**config.mk**
```make
export PLATFORM = sky130hd
export DESIGN_NAME = lcd_engine
export DESIGN_NICKNAME = d
export VERILOG_FILES = /design/src/hdl/lcd_pkg.sv /design/src/hdl/host_port.sv /design/src/hdl/lcd_engine.sv /design/src/hdl/text_glyph_ram.sv
export SDC_FILE = /design/constraint.sdc
export NUM_CORES = 2
export LEC_CHECK = 0
export BUFFER_PORTS_ARGS = -buffer_cell sky130_fd_sc_hd__buf_2
export CORE_MARGIN = 1
export CORE_UTILIZATION = 30
export DETAILED_ROUTE_END_ITERATION = 8
export GPL_ROUTABILITY_DRIVEN = 1
export PLACE_DENSITY_LB_ADDON = 0.1
export SLEW_MARGIN = 20
export SYNTH_ARGS = -nofsm -noshare
export SYNTH_HDL_FRONTEND = slang
export SYNTH_SLANG_ARGS = --single-unit
```
**constraint.sdc**
```tcl
create_clock -name aclk -period 11.8 [get_ports aclk]
set_input_delay 1.77 -clock aclk [delete_from_list [all_inputs] [get_ports aclk]]
set_output_delay 1.77 -clock aclk [all_outputs]
set_load 0.005 [all_outputs]
```
**src/hdl/lcd_pkg.sv**
```systemverilog
// shared constants, types and state records for the character display instruction engine
package lcd_pkg;

  // register bus map, byte addresses of aligned 32-bit words
  localparam int           AXI_ADDR_W  = 8;
  localparam logic [7:0]   CTRL_OFS    = 8'h00;
  localparam logic [7:0]   STATUS_OFS  = 8'h04;
  localparam logic [7:0]   MODE_OFS    = 8'h08;
  localparam logic [1:0]   RESP_OKAY   = 2'h0;
  localparam logic [1:0]   RESP_SLVERR = 2'h2;
  localparam logic         PORT_EN_RST = 1'b1;

  // text and glyph memory layout
  localparam int           TEXT_DEPTH   = 128;
  localparam int           GLYPH_DEPTH  = 64;
  localparam logic [7:0]   SPACE_CODE   = 8'h20;
  localparam logic [6:0]   HOME_ADDR    = 7'h00;
  localparam logic [6:0]   LINE1_END    = 7'h27;
  localparam logic [6:0]   LINE2_START  = 7'h40;
  localparam logic [6:0]   LINE2_END    = 7'h67;
  localparam logic [6:0]   ONE_LINE_END = 7'h4F;
  localparam logic [6:0]   TEXT_LAST    = 7'h7F;
  localparam logic [6:0]   SHIFT_MAX_2L = 7'h27;
  localparam logic [6:0]   SHIFT_MAX_1L = 7'h4F;

  // mode values after reset
  localparam logic         WIDTH8_RST   = 1'b1;
  localparam logic         INCR_RST     = 1'b1;

  // execution times and their cycle counts at the 250 MHz clock, rounded up
  localparam int           CLK_MHZ        = 250;
  localparam int           CLEAR_TIME_NS  = 1530000;
  localparam int           CMD_TIME_NS    = 39000;
  localparam int           DATA_TIME_NS   = 43000;
  localparam int           CLEAR_CYCLES   = (CLEAR_TIME_NS * CLK_MHZ + 999) / 1000;
  localparam int           CMD_CYCLES     = (CMD_TIME_NS * CLK_MHZ + 999) / 1000;
  localparam int           DATA_CYCLES    = (DATA_TIME_NS * CLK_MHZ + 999) / 1000;
  localparam int           BLINK_CYCLES   = 4194304;
  localparam int           CNT_W          = 24;

  // one host command, one 8-bit bus cycle or two 4-bit bus cycles assembled to a whole byte
  typedef struct packed {
    logic       valid;
    logic       rs;
    logic       rw;
    logic [7:0] data;
  } host_cmd_s;

  // one write into text or glyph memory
  typedef struct packed {
    logic       we;
    logic       glyph;
    logic [6:0] addr;
    logic [7:0] data;
  } ram_wr_s;

  // state presented to the panel drive
  typedef struct packed {
    logic       visible;
    logic       cursor_on;
    logic       blink_solid;
    logic       two_line;
    logic       tall_font;
    logic [6:0] shift;
    logic [6:0] cursor_addr;
  } panel_out_s;

  // host port state
  typedef struct packed {
    logic       strobe_d;
    logic       second;
    logic [3:0] hi_nib;
    logic [7:0] out;
    logic [7:0] oe_n;
    host_cmd_s  cmd;
  } port_state_s;

  // instruction engine state
  typedef struct packed {
    logic [CNT_W-1:0] busy_cnt;
    logic             clear_run;
    logic [6:0]       clear_idx;
    logic             fetch;
    logic [6:0]       ac;
    logic             glyph_sel;
    logic             increment;
    logic             scroll;
    logic             visible;
    logic             cursor_on;
    logic             blink;
    logic             width8;
    logic             two_line;
    logic             tall;
    logic [6:0]       shift;
    logic [7:0]       dout;
    logic             port_en;
    logic [CNT_W-1:0] blink_cnt;
    logic             blink_ph;
    panel_out_s       panel;
    logic             awready;
    logic             wready;
    logic             aw_have;
    logic             w_have;
    logic [7:0]       awaddr;
    logic [7:0]       wdata;
    logic             wstrb0;
    logic             bvalid;
    logic [1:0]       bresp;
    logic             arready;
    logic             rvalid;
    logic [31:0]      rdata;
    logic [1:0]       rresp;
  } engine_state_s;

endpackage : lcd_pkg

```
**src/hdl/host_port.sv**
```systemverilog
// host parallel port: strobe capture, nibble pairing and read-back drive
`timescale 1ns/1ns
module host_port
  import lcd_pkg::*;
(
  input  wire logic       aclk,
  input  wire logic       aresetn,
  input  wire logic       ce,
  input  wire logic       register_select,
  input  wire logic       read_write_select,
  input  wire logic       strobe,
  input  wire logic [7:0] host_bus_in,
  input  wire logic       width8,
  input  wire logic [7:0] read_word,
  output logic      [7:0] host_bus_out,
  output logic      [7:0] host_bus_oe_n,
  output host_cmd_s       cmd
);

  port_state_s s_q;
  port_state_s s_d;

  assign host_bus_out  = s_q.out;
  assign host_bus_oe_n = s_q.oe_n;
  assign cmd           = s_q.cmd;

  // a transfer completes on the falling strobe, as the host bus cycle ends there
  always_comb begin
    s_d           = s_q;
    s_d.cmd.valid = 1'b0;
    s_d.strobe_d  = strobe;
    s_d.oe_n      = 8'hFF;
    if (strobe && read_write_select) begin
      if (width8) begin
        s_d.out  = read_word;
        s_d.oe_n = 8'h00;
      end else begin
        s_d.out  = s_q.second ? {read_word[3:0], 4'h0} : {read_word[7:4], 4'h0};
        s_d.oe_n = 8'h0F;
      end
    end
    if (s_q.strobe_d && !strobe) begin
      s_d.cmd.rs = register_select;
      s_d.cmd.rw = read_write_select;
      if (width8) begin
        s_d.cmd.valid = 1'b1;
        s_d.cmd.data  = host_bus_in;
        s_d.second    = 1'b0;
      end else if (!s_q.second) begin
        s_d.hi_nib = host_bus_in[7:4];
        s_d.second = 1'b1;
      end else begin
        s_d.cmd.valid = 1'b1;
        s_d.cmd.data  = {s_q.hi_nib, host_bus_in[7:4]};
        s_d.second    = 1'b0;
      end
    end
  end

  // state register
  always_ff @(posedge aclk) begin
    if (!aresetn) begin
      s_q      <= '0;
      s_q.oe_n <= 8'hFF;
    end else if (ce) begin
      s_q <= s_d;
    end
  end

endmodule : host_port

```
**src/hdl/lcd_engine.sv**
```systemverilog
// character display instruction engine with register bus slave
`timescale 1ns/1ns
module lcd_engine
  import lcd_pkg::*;
#(
  parameter int CLEAR_CNT = CLEAR_CYCLES,
  parameter int CMD_CNT   = CMD_CYCLES,
  parameter int DATA_CNT  = DATA_CYCLES,
  parameter int BLINK_CNT = BLINK_CYCLES
) (
  input  wire logic                  aclk,
  input  wire logic                  aresetn,
  input  wire logic                  ce,
  input  wire logic                  awvalid,
  output logic                       awready,
  input  wire logic [AXI_ADDR_W-1:0] awaddr,
  input  wire logic                  wvalid,
  output logic                       wready,
  input  wire logic [31:0]           wdata,
  input  wire logic [3:0]            wstrb,
  output logic                       bvalid,
  input  wire logic                  bready,
  output logic      [1:0]            bresp,
  input  wire logic                  arvalid,
  output logic                       arready,
  input  wire logic [AXI_ADDR_W-1:0] araddr,
  output logic                       rvalid,
  input  wire logic                  rready,
  output logic      [31:0]           rdata,
  output logic      [1:0]            rresp,
  input  wire logic                  register_select,
  input  wire logic                  read_write_select,
  input  wire logic                  strobe,
  input  wire logic [7:0]            host_bus_in,
  output logic      [7:0]            host_bus_out,
  output logic      [7:0]            host_bus_oe_n,
  output panel_out_s                 panel
);

  localparam logic [CNT_W-1:0] CLEAR_N = CNT_W'(CLEAR_CNT);
  localparam logic [CNT_W-1:0] CMD_N   = CNT_W'(CMD_CNT);
  localparam logic [CNT_W-1:0] DATA_N  = CNT_W'(DATA_CNT);
  localparam logic [CNT_W-1:0] BLINK_N = CNT_W'(BLINK_CNT - 1);

  engine_state_s s_q;
  engine_state_s s_d;
  host_cmd_s     cmd;
  ram_wr_s       ram_wr;
  logic [7:0]    ram_rd;
  logic          busy;
  logic [7:0]    read_word;
  logic [31:0]   status_word;
  logic [31:0]   mode_word;

  // address step with the wrap points of each memory and line mode
  function automatic logic [6:0] step_addr(input logic [6:0] a,
                                           input logic       up,
                                           input logic       glyph,
                                           input logic       two);
    logic [6:0] r;
    r = a;
    if (glyph) begin
      r = {1'b0, (up ? a[5:0] + 6'h01 : a[5:0] - 6'h01)};
    end else if (two) begin
      if (up) begin
        r = (a == LINE1_END) ? LINE2_START : (a == LINE2_END) ? HOME_ADDR : a + 7'h01;
      end else begin
        r = (a == LINE2_START) ? LINE1_END : (a == HOME_ADDR) ? LINE2_END : a - 7'h01;
      end
    end else begin
      if (up) begin
        r = (a == ONE_LINE_END) ? HOME_ADDR : a + 7'h01;
      end else begin
        r = (a == HOME_ADDR) ? ONE_LINE_END : a - 7'h01;
      end
    end
    return r;
  endfunction : step_addr

  // display offset within one line; both lines use the same offset but wrap on their own
  function automatic logic [6:0] step_shift(input logic [6:0] sh,
                                            input logic       left,
                                            input logic       two);
    logic [6:0] top;
    top = two ? SHIFT_MAX_2L : SHIFT_MAX_1L;
    if (left) begin
      return (sh >= top) ? 7'h00 : sh + 7'h01;
    end
    return (sh == 7'h00 || sh > top) ? top : sh - 7'h01;
  endfunction : step_shift

  host_port u_port (
    .aclk              (aclk),
    .aresetn           (aresetn),
    .ce                (ce),
    .register_select   (register_select),
    .read_write_select (read_write_select),
    .strobe            (strobe),
    .host_bus_in       (host_bus_in),
    .width8            (s_q.width8),
    .read_word         (read_word),
    .host_bus_out      (host_bus_out),
    .host_bus_oe_n     (host_bus_oe_n),
    .cmd               (cmd)
  );

  text_glyph_ram u_ram (
    .aclk     (aclk),
    .aresetn  (aresetn),
    .ce       (ce),
    .wr       (ram_wr),
    .rd_glyph (s_q.glyph_sel),
    .rd_addr  (s_q.ac),
    .rd_data  (ram_rd)
  );

  // busy covers both the timed execution and the clear walk
  assign busy        = (s_q.busy_cnt != '0) || s_q.clear_run;
  assign read_word   = cmd_rs_view(s_q.dout, busy, s_q.ac, register_select);
  assign status_word = {22'h0, s_q.clear_run, s_q.glyph_sel, busy, s_q.ac};
  assign mode_word   = {17'h0, s_q.shift, s_q.tall, s_q.two_line, s_q.width8, s_q.blink,
                        s_q.cursor_on, s_q.visible, s_q.scroll, s_q.increment};

  // read-back selection follows the live select pin during the strobe
  function automatic logic [7:0] cmd_rs_view(input logic [7:0] dout,
                                             input logic       bsy,
                                             input logic [6:0] ac,
                                             input logic       rs);
    return rs ? dout : {bsy, ac};
  endfunction : cmd_rs_view

  assign awready = s_q.awready;
  assign wready  = s_q.wready;
  assign bvalid  = s_q.bvalid;
  assign bresp   = s_q.bresp;
  assign arready = s_q.arready;
  assign rvalid  = s_q.rvalid;
  assign rdata   = s_q.rdata;
  assign rresp   = s_q.rresp;
  assign panel   = s_q.panel;

  // memory write port: the clear walk and data writes never overlap since writes wait on busy
  always_comb begin
    ram_wr = '0;
    if (s_q.clear_run) begin
      ram_wr.we   = 1'b1;
      ram_wr.addr = s_q.clear_idx;
      ram_wr.data = SPACE_CODE;
    end else if (cmd.valid && s_q.port_en && cmd.rs && !cmd.rw && !busy) begin
      ram_wr.we    = 1'b1;
      ram_wr.glyph = s_q.glyph_sel;
      ram_wr.addr  = s_q.ac;
      ram_wr.data  = cmd.data;
    end
  end

  // next state of the instruction engine and the bus slave
  always_comb begin
    s_d = s_q;
    if (s_q.busy_cnt != '0) begin
      s_d.busy_cnt = s_q.busy_cnt - 1'b1;
    end
    // output data register is loaded late in the busy time, when the read address has settled
    if (s_q.fetch && s_q.busy_cnt == CNT_W'(1)) begin
      s_d.dout  = ram_rd;
      s_d.fetch = 1'b0;
    end
    if (s_q.clear_run) begin
      s_d.clear_idx = s_q.clear_idx + 7'h01;
      if (s_q.clear_idx == TEXT_LAST) begin
        s_d.clear_run = 1'b0;
      end
    end
    // host instructions; a busy device ignores all but the status read
    if (cmd.valid && s_q.port_en && !(!cmd.rs && cmd.rw) && !busy) begin
      if (cmd.rs && !cmd.rw) begin
        s_d.ac       = step_addr(s_q.ac, s_q.increment, s_q.glyph_sel, s_q.two_line);
        s_d.busy_cnt = DATA_N;
        if (s_q.scroll) begin
          s_d.shift = step_shift(s_q.shift, s_q.increment, s_q.two_line);
        end
      end else if (cmd.rs && cmd.rw) begin
        s_d.ac       = step_addr(s_q.ac, s_q.increment, s_q.glyph_sel, s_q.two_line);
        s_d.fetch    = 1'b1;
        s_d.busy_cnt = DATA_N;
      end else if (cmd.data[7]) begin
        s_d.ac        = cmd.data[6:0];
        s_d.glyph_sel = 1'b0;
        s_d.fetch     = 1'b1;
        s_d.busy_cnt  = CMD_N;
      end else if (cmd.data[6]) begin
        s_d.ac        = {1'b0, cmd.data[5:0]};
        s_d.glyph_sel = 1'b1;
        s_d.fetch     = 1'b1;
        s_d.busy_cnt  = CMD_N;
      end else if (cmd.data[5]) begin
        s_d.width8   = cmd.data[4];
        s_d.two_line = cmd.data[3];
        s_d.tall     = cmd.data[2];
        s_d.busy_cnt = CMD_N;
      end else if (cmd.data[4]) begin
        if (cmd.data[3]) begin
          s_d.shift = step_shift(s_q.shift, !cmd.data[2], s_q.two_line);
        end else begin
          s_d.ac    = step_addr(s_q.ac, cmd.data[2], s_q.glyph_sel, s_q.two_line);
          s_d.fetch = !s_q.glyph_sel;
        end
        s_d.busy_cnt = CMD_N;
      end else if (cmd.data[3]) begin
        s_d.visible   = cmd.data[2];
        s_d.cursor_on = cmd.data[1];
        s_d.blink     = cmd.data[0];
        s_d.busy_cnt  = CMD_N;
      end else if (cmd.data[2]) begin
        s_d.increment = cmd.data[1];
        s_d.scroll    = cmd.data[0];
        s_d.busy_cnt  = CMD_N;
      end else if (cmd.data[1]) begin
        s_d.ac        = HOME_ADDR;
        s_d.shift     = 7'h00;
        s_d.glyph_sel = 1'b0;
        s_d.busy_cnt  = CLEAR_N;
      end else if (cmd.data[0]) begin
        s_d.clear_run = 1'b1;
        s_d.clear_idx = 7'h00;
        s_d.ac        = HOME_ADDR;
        s_d.shift     = 7'h00;
        s_d.glyph_sel = 1'b0;
        s_d.increment = 1'b1;
        s_d.busy_cnt  = CLEAR_N;
      end
    end
    // blink phase runs free; the solid phase stands for the all-dots pattern
    if (s_q.blink_cnt >= BLINK_N) begin
      s_d.blink_cnt = '0;
      s_d.blink_ph  = !s_q.blink_ph;
    end else begin
      s_d.blink_cnt = s_q.blink_cnt + 1'b1;
    end
    s_d.panel.visible     = s_q.visible;
    s_d.panel.cursor_on   = s_q.cursor_on && s_q.visible;
    s_d.panel.blink_solid = s_q.blink && s_q.blink_ph && s_q.visible;
    s_d.panel.two_line    = s_q.two_line;
    s_d.panel.tall_font   = s_q.tall;
    s_d.panel.shift       = s_q.shift;
    s_d.panel.cursor_addr = s_q.ac;

    // write channels: address and data taken in either order, answered once both are in
    if (awvalid && s_q.awready) begin
      s_d.aw_have = 1'b1;
      s_d.awaddr  = {awaddr[7:2], 2'b00};
    end
    if (wvalid && s_q.wready) begin
      s_d.w_have = 1'b1;
      s_d.wdata  = wdata[7:0];
      s_d.wstrb0 = wstrb[0];
    end
    if (s_q.bvalid && bready) begin
      s_d.bvalid = 1'b0;
    end
    if (s_q.aw_have && s_q.w_have && !s_q.bvalid) begin
      s_d.aw_have = 1'b0;
      s_d.w_have  = 1'b0;
      s_d.bvalid  = 1'b1;
      if (s_q.awaddr == CTRL_OFS) begin
        s_d.bresp = RESP_OKAY;
        if (s_q.wstrb0) begin
          s_d.port_en = s_q.wdata[0];
        end
      end else begin
        s_d.bresp = RESP_SLVERR; // read-only or unmapped
      end
    end
    s_d.awready = !s_d.aw_have && !s_d.bvalid;
    s_d.wready  = !s_d.w_have && !s_d.bvalid;

    // read channel: one outstanding read, answered the edge after it is taken
    if (s_q.rvalid && rready) begin
      s_d.rvalid = 1'b0;
    end
    if (arvalid && s_q.arready) begin
      s_d.rvalid = 1'b1;
      s_d.rresp  = RESP_OKAY;
      if ({araddr[7:2], 2'b00} == CTRL_OFS) begin
        s_d.rdata = {31'h0, s_q.port_en};
      end else if ({araddr[7:2], 2'b00} == STATUS_OFS) begin
        s_d.rdata = status_word;
      end else if ({araddr[7:2], 2'b00} == MODE_OFS) begin
        s_d.rdata = mode_word;
      end else begin
        s_d.rdata = 32'h0;
        s_d.rresp = RESP_SLVERR;
      end
    end
    s_d.arready = !s_d.rvalid;
  end

  // state register
  always_ff @(posedge aclk) begin
    if (!aresetn) begin
      s_q           <= '0;
      s_q.width8    <= WIDTH8_RST;
      s_q.increment <= INCR_RST;
      s_q.port_en   <= PORT_EN_RST;
    end else if (ce) begin
      s_q <= s_d;
    end
  end

endmodule : lcd_engine

```
**src/hdl/text_glyph_ram.sv**
```systemverilog
// text memory and glyph memory with one write port and one registered read port
`timescale 1ns/1ns
module text_glyph_ram
  import lcd_pkg::*;
(
  input  wire logic       aclk,
  input  wire logic       aresetn,
  input  wire logic       ce,
  input  wire ram_wr_s    wr,
  input  wire logic       rd_glyph,
  input  wire logic [6:0] rd_addr,
  output logic      [7:0] rd_data
);

  logic [7:0] text_mem  [TEXT_DEPTH];
  logic [7:0] glyph_mem [GLYPH_DEPTH];

  // memories carry no reset; only the read register does
  always_ff @(posedge aclk) begin
    if (ce && wr.we) begin
      if (wr.glyph) begin
        glyph_mem[wr.addr[5:0]] <= wr.data;
      end else begin
        text_mem[wr.addr] <= wr.data;
      end
    end
  end

  // read data lags the address by one edge
  always_ff @(posedge aclk) begin
    if (!aresetn) begin
      rd_data <= 8'h00;
    end else if (ce) begin
      rd_data <= rd_glyph ? glyph_mem[rd_addr[5:0]] : text_mem[rd_addr];
    end
  end

endmodule : text_glyph_ram

```
After elaboration in Yosys (flattened, before gate mapping)
Memories as Yosys holds them, arrays and structs flattened. A register that Yosys moved wholly into a read port is not among the register bits. Index checks and enable logic that the tools add are counted.

Order comparisons: 3. Muxes and demuxes: 144. Reduce and logical (&&, ||, !) cells: 64. Equality and inequality tests: 28. Bitwise logic cells: 8. $add $sub $neg: 9.

Operators with widths (count): 2-to-1 mux 24 bit (11); 2-to-1 mux 7 bit (34); 2-to-1 mux 8 bit (21); 2-to-1 mux 32 bit (5); 2-to-1 mux 10 bit (8); 2-to-1 mux 15 bit (5); 2-to-1 mux 56 bit (1); 2-to-1 mux 9 bit (5); 2-to-1 mux 1 bit (35); 2-to-1 mux 35 bit (1); 2-to-1 mux 16 bit (2); 2-to-1 mux 6 bit (5); equality test 7 bit (second input constant) (4); logical AND 1 bit (25); adder 24 x 1 -> 24 bit (second input constant) (1); equality test 24 x 1 -> 1 bit (second input constant) (1); >= comparator 24 x 22 -> 1 bit (second input constant) (1); nonzero test 24 bit (1); subtractor 24 x 1 -> 24 bit (second input constant) (1); 2-to-1 mux 22 bit (1); AND reduction 11 bit (2); adder 7 x 1 -> 7 bit (second input constant) (3); AND reduction 9 bit (2); 2-to-1 mux 17 bit (1); other kinds (37) (80).

Memories kept: 2. Flip-flop bits (word level): 201. Output and inout bits: 76. Bits in writable memories: 1536.

Memory list: u_ram.text_mem (depth 128, bits a word 8, read ports 1, clocked after Yosys merged registers in 1, write ports 1, line text_glyph_ram.sv:15) `logic [7:0] text_mem [TEXT_DEPTH];`; u_ram.glyph_mem (depth 64, bits a word 8, read ports 1, clocked after Yosys merged registers in 1, write ports 1, line text_glyph_ram.sv:16) `logic [7:0] glyph_mem [GLYPH_DEPTH];`.

Logic depth before layout (Yosys ltp)
Depth in word-level cells: 19. Gate-level depth with buffers: 13. Mapped depth without buffers: 9.

Hierarchy
From an unflattened synthesis, not the netlist that was laid out.

Cells, all modules: 4057. Area, all modules: 69820.7 um2.

Modules (own cells, without submodules): text_glyph_ram (cells each 2846, instances 1, area each 60028.8 um2); lcd_engine (cells each 1060, instances 1, area each 8350.5 um2); host_port (cells each 151, instances 1, area each 1441.4 um2).

Least setup slack after synthesis
No wires, ideal clock.

Path kind: register -> register. Start point: reg s_q[160] (netlist name). End point: mem u_ram.glyph_mem[0][2] (data pin). Clock period less this slack: 6811 ps. Required time: 10705 ps. Path buffers: 0. Stages on the path, launching flop included: 5. Arrival time: 5715 ps. Library setup time: 1095 ps. Path slack: 4989 ps. Cells stage by stage: dfxtp_1 > nor4_1 > and3_1 > nand4_1 > nor2_1.

RTL lines: from (decl) (line lcd_engine.sv:45) `engine_state_s s_q;`; to (decl) (line text_glyph_ram.sv:16).

Final worst setup path
Start point: reg s_q[160] (netlist name). End point: mem u_ram.glyph_mem[8][1] (enable).

Longest elaborated chain between the ends: 9. Elaborated cells on any way between the ends: 12. Those cells by class: 7 x mux; 5 x reduce/logical.

RTL lines: nonzero test 24 bit (*) (line lcd_engine.sv:118) `assign busy = (s_q.busy_cnt != '0) || s_q.clear_run;`; logical OR 1 bit (*) (line lcd_engine.sv:118); logical NOT 1 bit (*) (line lcd_engine.sv:149) `end else if (cmd.valid && s_q.port_en && cmd.rs && !cmd.rw && !busy) begin`; logical AND 1 bit (*) (line lcd_engine.sv:149); 2-to-1 mux 17 bit (*) (line lcd_engine.sv:149); 2-to-1 mux 1 bit (line lcd_engine.sv:145) `if (s_q.clear_run) begin`; 2-to-1 mux 1 bit or logical AND 1 bit (tied branches) (line text_glyph_ram.sv:21, text_glyph_ram.sv:20); 2-to-1 mux 1 bit (line text_glyph_ram.sv:20) `if (ce && wr.we) begin`; 2-to-1 mux 1 bit (implied by the code) (line text_glyph_ram.sv:22) `glyph_mem[wr.addr[5:0]] <= wr.data;`.

Every way passes the cells marked *; elsewhere a longest branch is shown, timed or not.

==> results.yml <==
synthesis:
  yosys_warnings: 0
  synthCells: 3918
  synth_top_area_share_pct: 66.8
  synth_area_leaders: "edfxtp_1 67%, mux4_2 13%, dfxtp_1 5.3%, nor2_1 2.1%, mux2i_1 1.4%"
  asyncSetResetFlopFracSynth_pct: 0
  ys.flop_type: "edfxtp_1"
  syn-cell-area_um2: 69100
  ys_seq_area_share_pct: 72.1
  yosys-top-cells-count: "1536 x edfxtp_1, 402 x mux4_2, 393 x nor2_1"
  ys_types: 76
  synth_edf_count: 1536
  synth.most_common_cell: "edfxtp_1"
  avgSynthCellArea_um2: 17.6
  yosysTopAreaCell: "edfxtp_1"
  synth-seq-cells: 1719
global_routing:
  antenna_found_initial: 15
  grt_use_total_pct: 16.8
  overflow: 0
  grt_pass1_vias: 36600
  grt_max_degree: 193
  grt_first_pass_wirelength_um: 278000
timing:
  tns_ns: 0
  hold_viol: 0
  slew_headroom_pct: 24.6
  final.period_utilization_pct: 42.3
  fin_ws_ns: 6.81
  worst_pin_slew_ns: 1.13
  slew_viol_final: 0
  setup_viol: 0
  rsz0062_at_grt: "false"
  post-route-min-period_ns: 4.99
  clock_skew_ns: 0.0425
  fmax_ghz: 0.200
  hold_ws_ns: 0.453
worst_setup_path:
  arrival_ns: 5.43
  worstPathMaxFanout: 8
  critPathLaunchType: "flop"
  crit_path_end_kind: "flop"
  worstSetupPathType: "reg2reg"
  rrSetupSlack_ns: 6.81
  required_ns: 12.24
floorplan:
  core_um2: 228000
  die_area_um2: 232000
  chipHeight_um: 482
  io_pins: 147
  initial_utilization_pct: 30.3
  fp-row-count: 175
  die_w_um: 482
clocking:
  cts-hold-fix-buffers: 0
  clock-sinks: 1719
  post-cts-setup-buffers: 0
  clockBufferDepth: 3
  cts_inserted_buffers: 191
  root_buffer: "clkbuf_16"
  clkSlewWorstSetupHoldPaths_ns: 0.06
  htreeDepth: 4
  tritoncts: "built"
  cts-resized-gates: 0
  clk_latency_ns: 0.84
placed_design:
  place_congestion: 0.778
  place_hpwl_um: 116000
  io_buffers: 89
  dp_slack_ns: 6.40
  post-place-cells: 6797
power_and_ir_drop:
  p_switching_mw: 2.72
  p_int_mw: 10.1
  clkPwrFrac_pct: 46.0
  swShare_pct: 21.3
  power_frac_seq_pct: 51.6
  p_per_area_nw_per_um2: 162
  ir_drop_mv: 0.146
  power_frac_comb_pct: 2.4
  leakage_nw: 21.2
layout:
  fillerInstances: 21600
  fin_cells: 7157
  final_core_util_pct: 34.5
  nets: 4065
  layout-drive-gt1-share_pct: 21.2
  synthToLayoutAreaGrowth_pct: 14.0
route:
  vias: 36200
  dr.pass1.iters: 5
  avgRoutedWirePerCell_um: 27.4
  avgViaCountPerCell: 5.05
  drtIter0Drc: 3196
  postRouteAntennaNets: 0
  wl_um: 196000
  route.detailed.drc: 0
outcome:
  outcome: "completed"
min_path:
  hold_class: "reg2reg"
run:
  drv_cap: 0
==> registers in the layout (all words and copies together), names as in the netlist, 7 cells and up, named ones only <==
| register | cells |
|---|---|
| s_q | 78 |
| s_d | 7 |
| u_ram.text_mem | 1024 |
| u_ram.rd_data | 8 |
| u_port.host_bus_out | 8 |
| u_ram.glyph_mem | 512 |
| mode_word | 15 |
| panel | 19 |
| u_port.cmd | 11 |
| rdata | 15 |
==> final timing paths <==
path	startpoint	end	cells after the start
setup reg to reg	s_q[160]	u_ram.glyph_mem[8][1]	6
setup / recovery	s_q[160]	u_ram.glyph_mem[8][1]	6
hold / removal	u_port.host_bus_out[2]	u_port.host_bus_out[2]	2
hold reg to reg	u_port.host_bus_out[2]	u_port.host_bus_out[2]	2
==> metal layers <==
| layer | wire length (um) | track usage [%] | up-vias |
|---|---|---|---|
| li1 | - | - | 15800 |
| met1 | 89100 | 23.7 | 19200 |
| met2 | 90400 | 26.0 | 925 |
| met3 | 11400 | 3.36 | 280 |
| met4 | 5240 | 5.36 | 2 |
| met5 | 13 | 0 | - |
==> cells in the final DEF (no fill, tap or decap), drive strengths merged, types with 11 or more instances in the layout <==
master	synthesis	layout
mux4	402	402
a211oi	33	33
nor2b	33	33
clkbuf	166	252
nor3	36	36
ha	13	13
nor2	393	393
nand4	24	24
a22oi	85	85
buf	149	167
xnor2	23	23
or3	21	21
inv	24	28
o221ai	25	25
a21oi	124	124
nand2b	20	20
nand3	67	67
xor2	26	26
a31oi	24	24
and2	14	14
nand2	125	125
bufinv	0	14
o21ai	64	64
dfxtp	183	183
mux2	14	14
o211ai	11	11
and3	15	15
mux2i	96	96
nor4	20	20
o22ai	21	21
conb	1	19
edfxtp	1536	1536
clkinv	3	83
==> through the flow <==
stage	instance area (um2)	power (mW)
3_5_place_dp	72600	7.02
5_1_grt	78700	13.2
3_3_place_gp	72600	7.02
6_report	78800	12.8
4_1_cts	78700	12.9
2_1_floorplan	69200	6.94
==> worst max-delay path, stage by stage, from the launching register on <==
cell,delay (ns)
dfxtp_1,0.36
nor4_1,0.62
and3_1,0.35
nand4_1,0.47
nor3_1,0.96
nand2_1,0.85
nor2_1,0.97
==> cells by family after synthesis <==
logic type | after synthesis | synth area share (%)
compound gates | 471 | 4.56
simple gates | 811 | 5.40
xor+xnor | 49 | 0.621
mux | 512 | 14.7
fa+ha+maj | 13 | 0.235
buf+inv | 342 | 2.40
other cells | 1 | 0.00543
flops | 1719 | 72.1
==> power by group through the flow <==
stage          logic, mW  clock network (mW)  registers, mW
5_1_grt            0.342                6.24           6.60
4_1_cts            0.303                6.04           6.60
6_report           0.304                5.88           6.60
3_3_place_gp       0.299                   0           6.72
2_1_floorplan      0.228                   0           6.71
3_5_place_dp       0.300                   0           6.72
==> area by class of cell <==
type	instances	area, um2	share of cell area, %
Sequential cell	1719	49800	63.2
Multi-Input combinational cell	1875	17800	22.6
Clock buffer	252	5210	6.61
Tap cell	3009	3760	4.78
Timing Repair Buffer	167	1130	1.44
Clock inverter	101	917	1.16
Inverter	27	104	0.132
Antenna cell	7	17.5	0.0222
No activity file was read; power rests on OpenSTA's default activity.
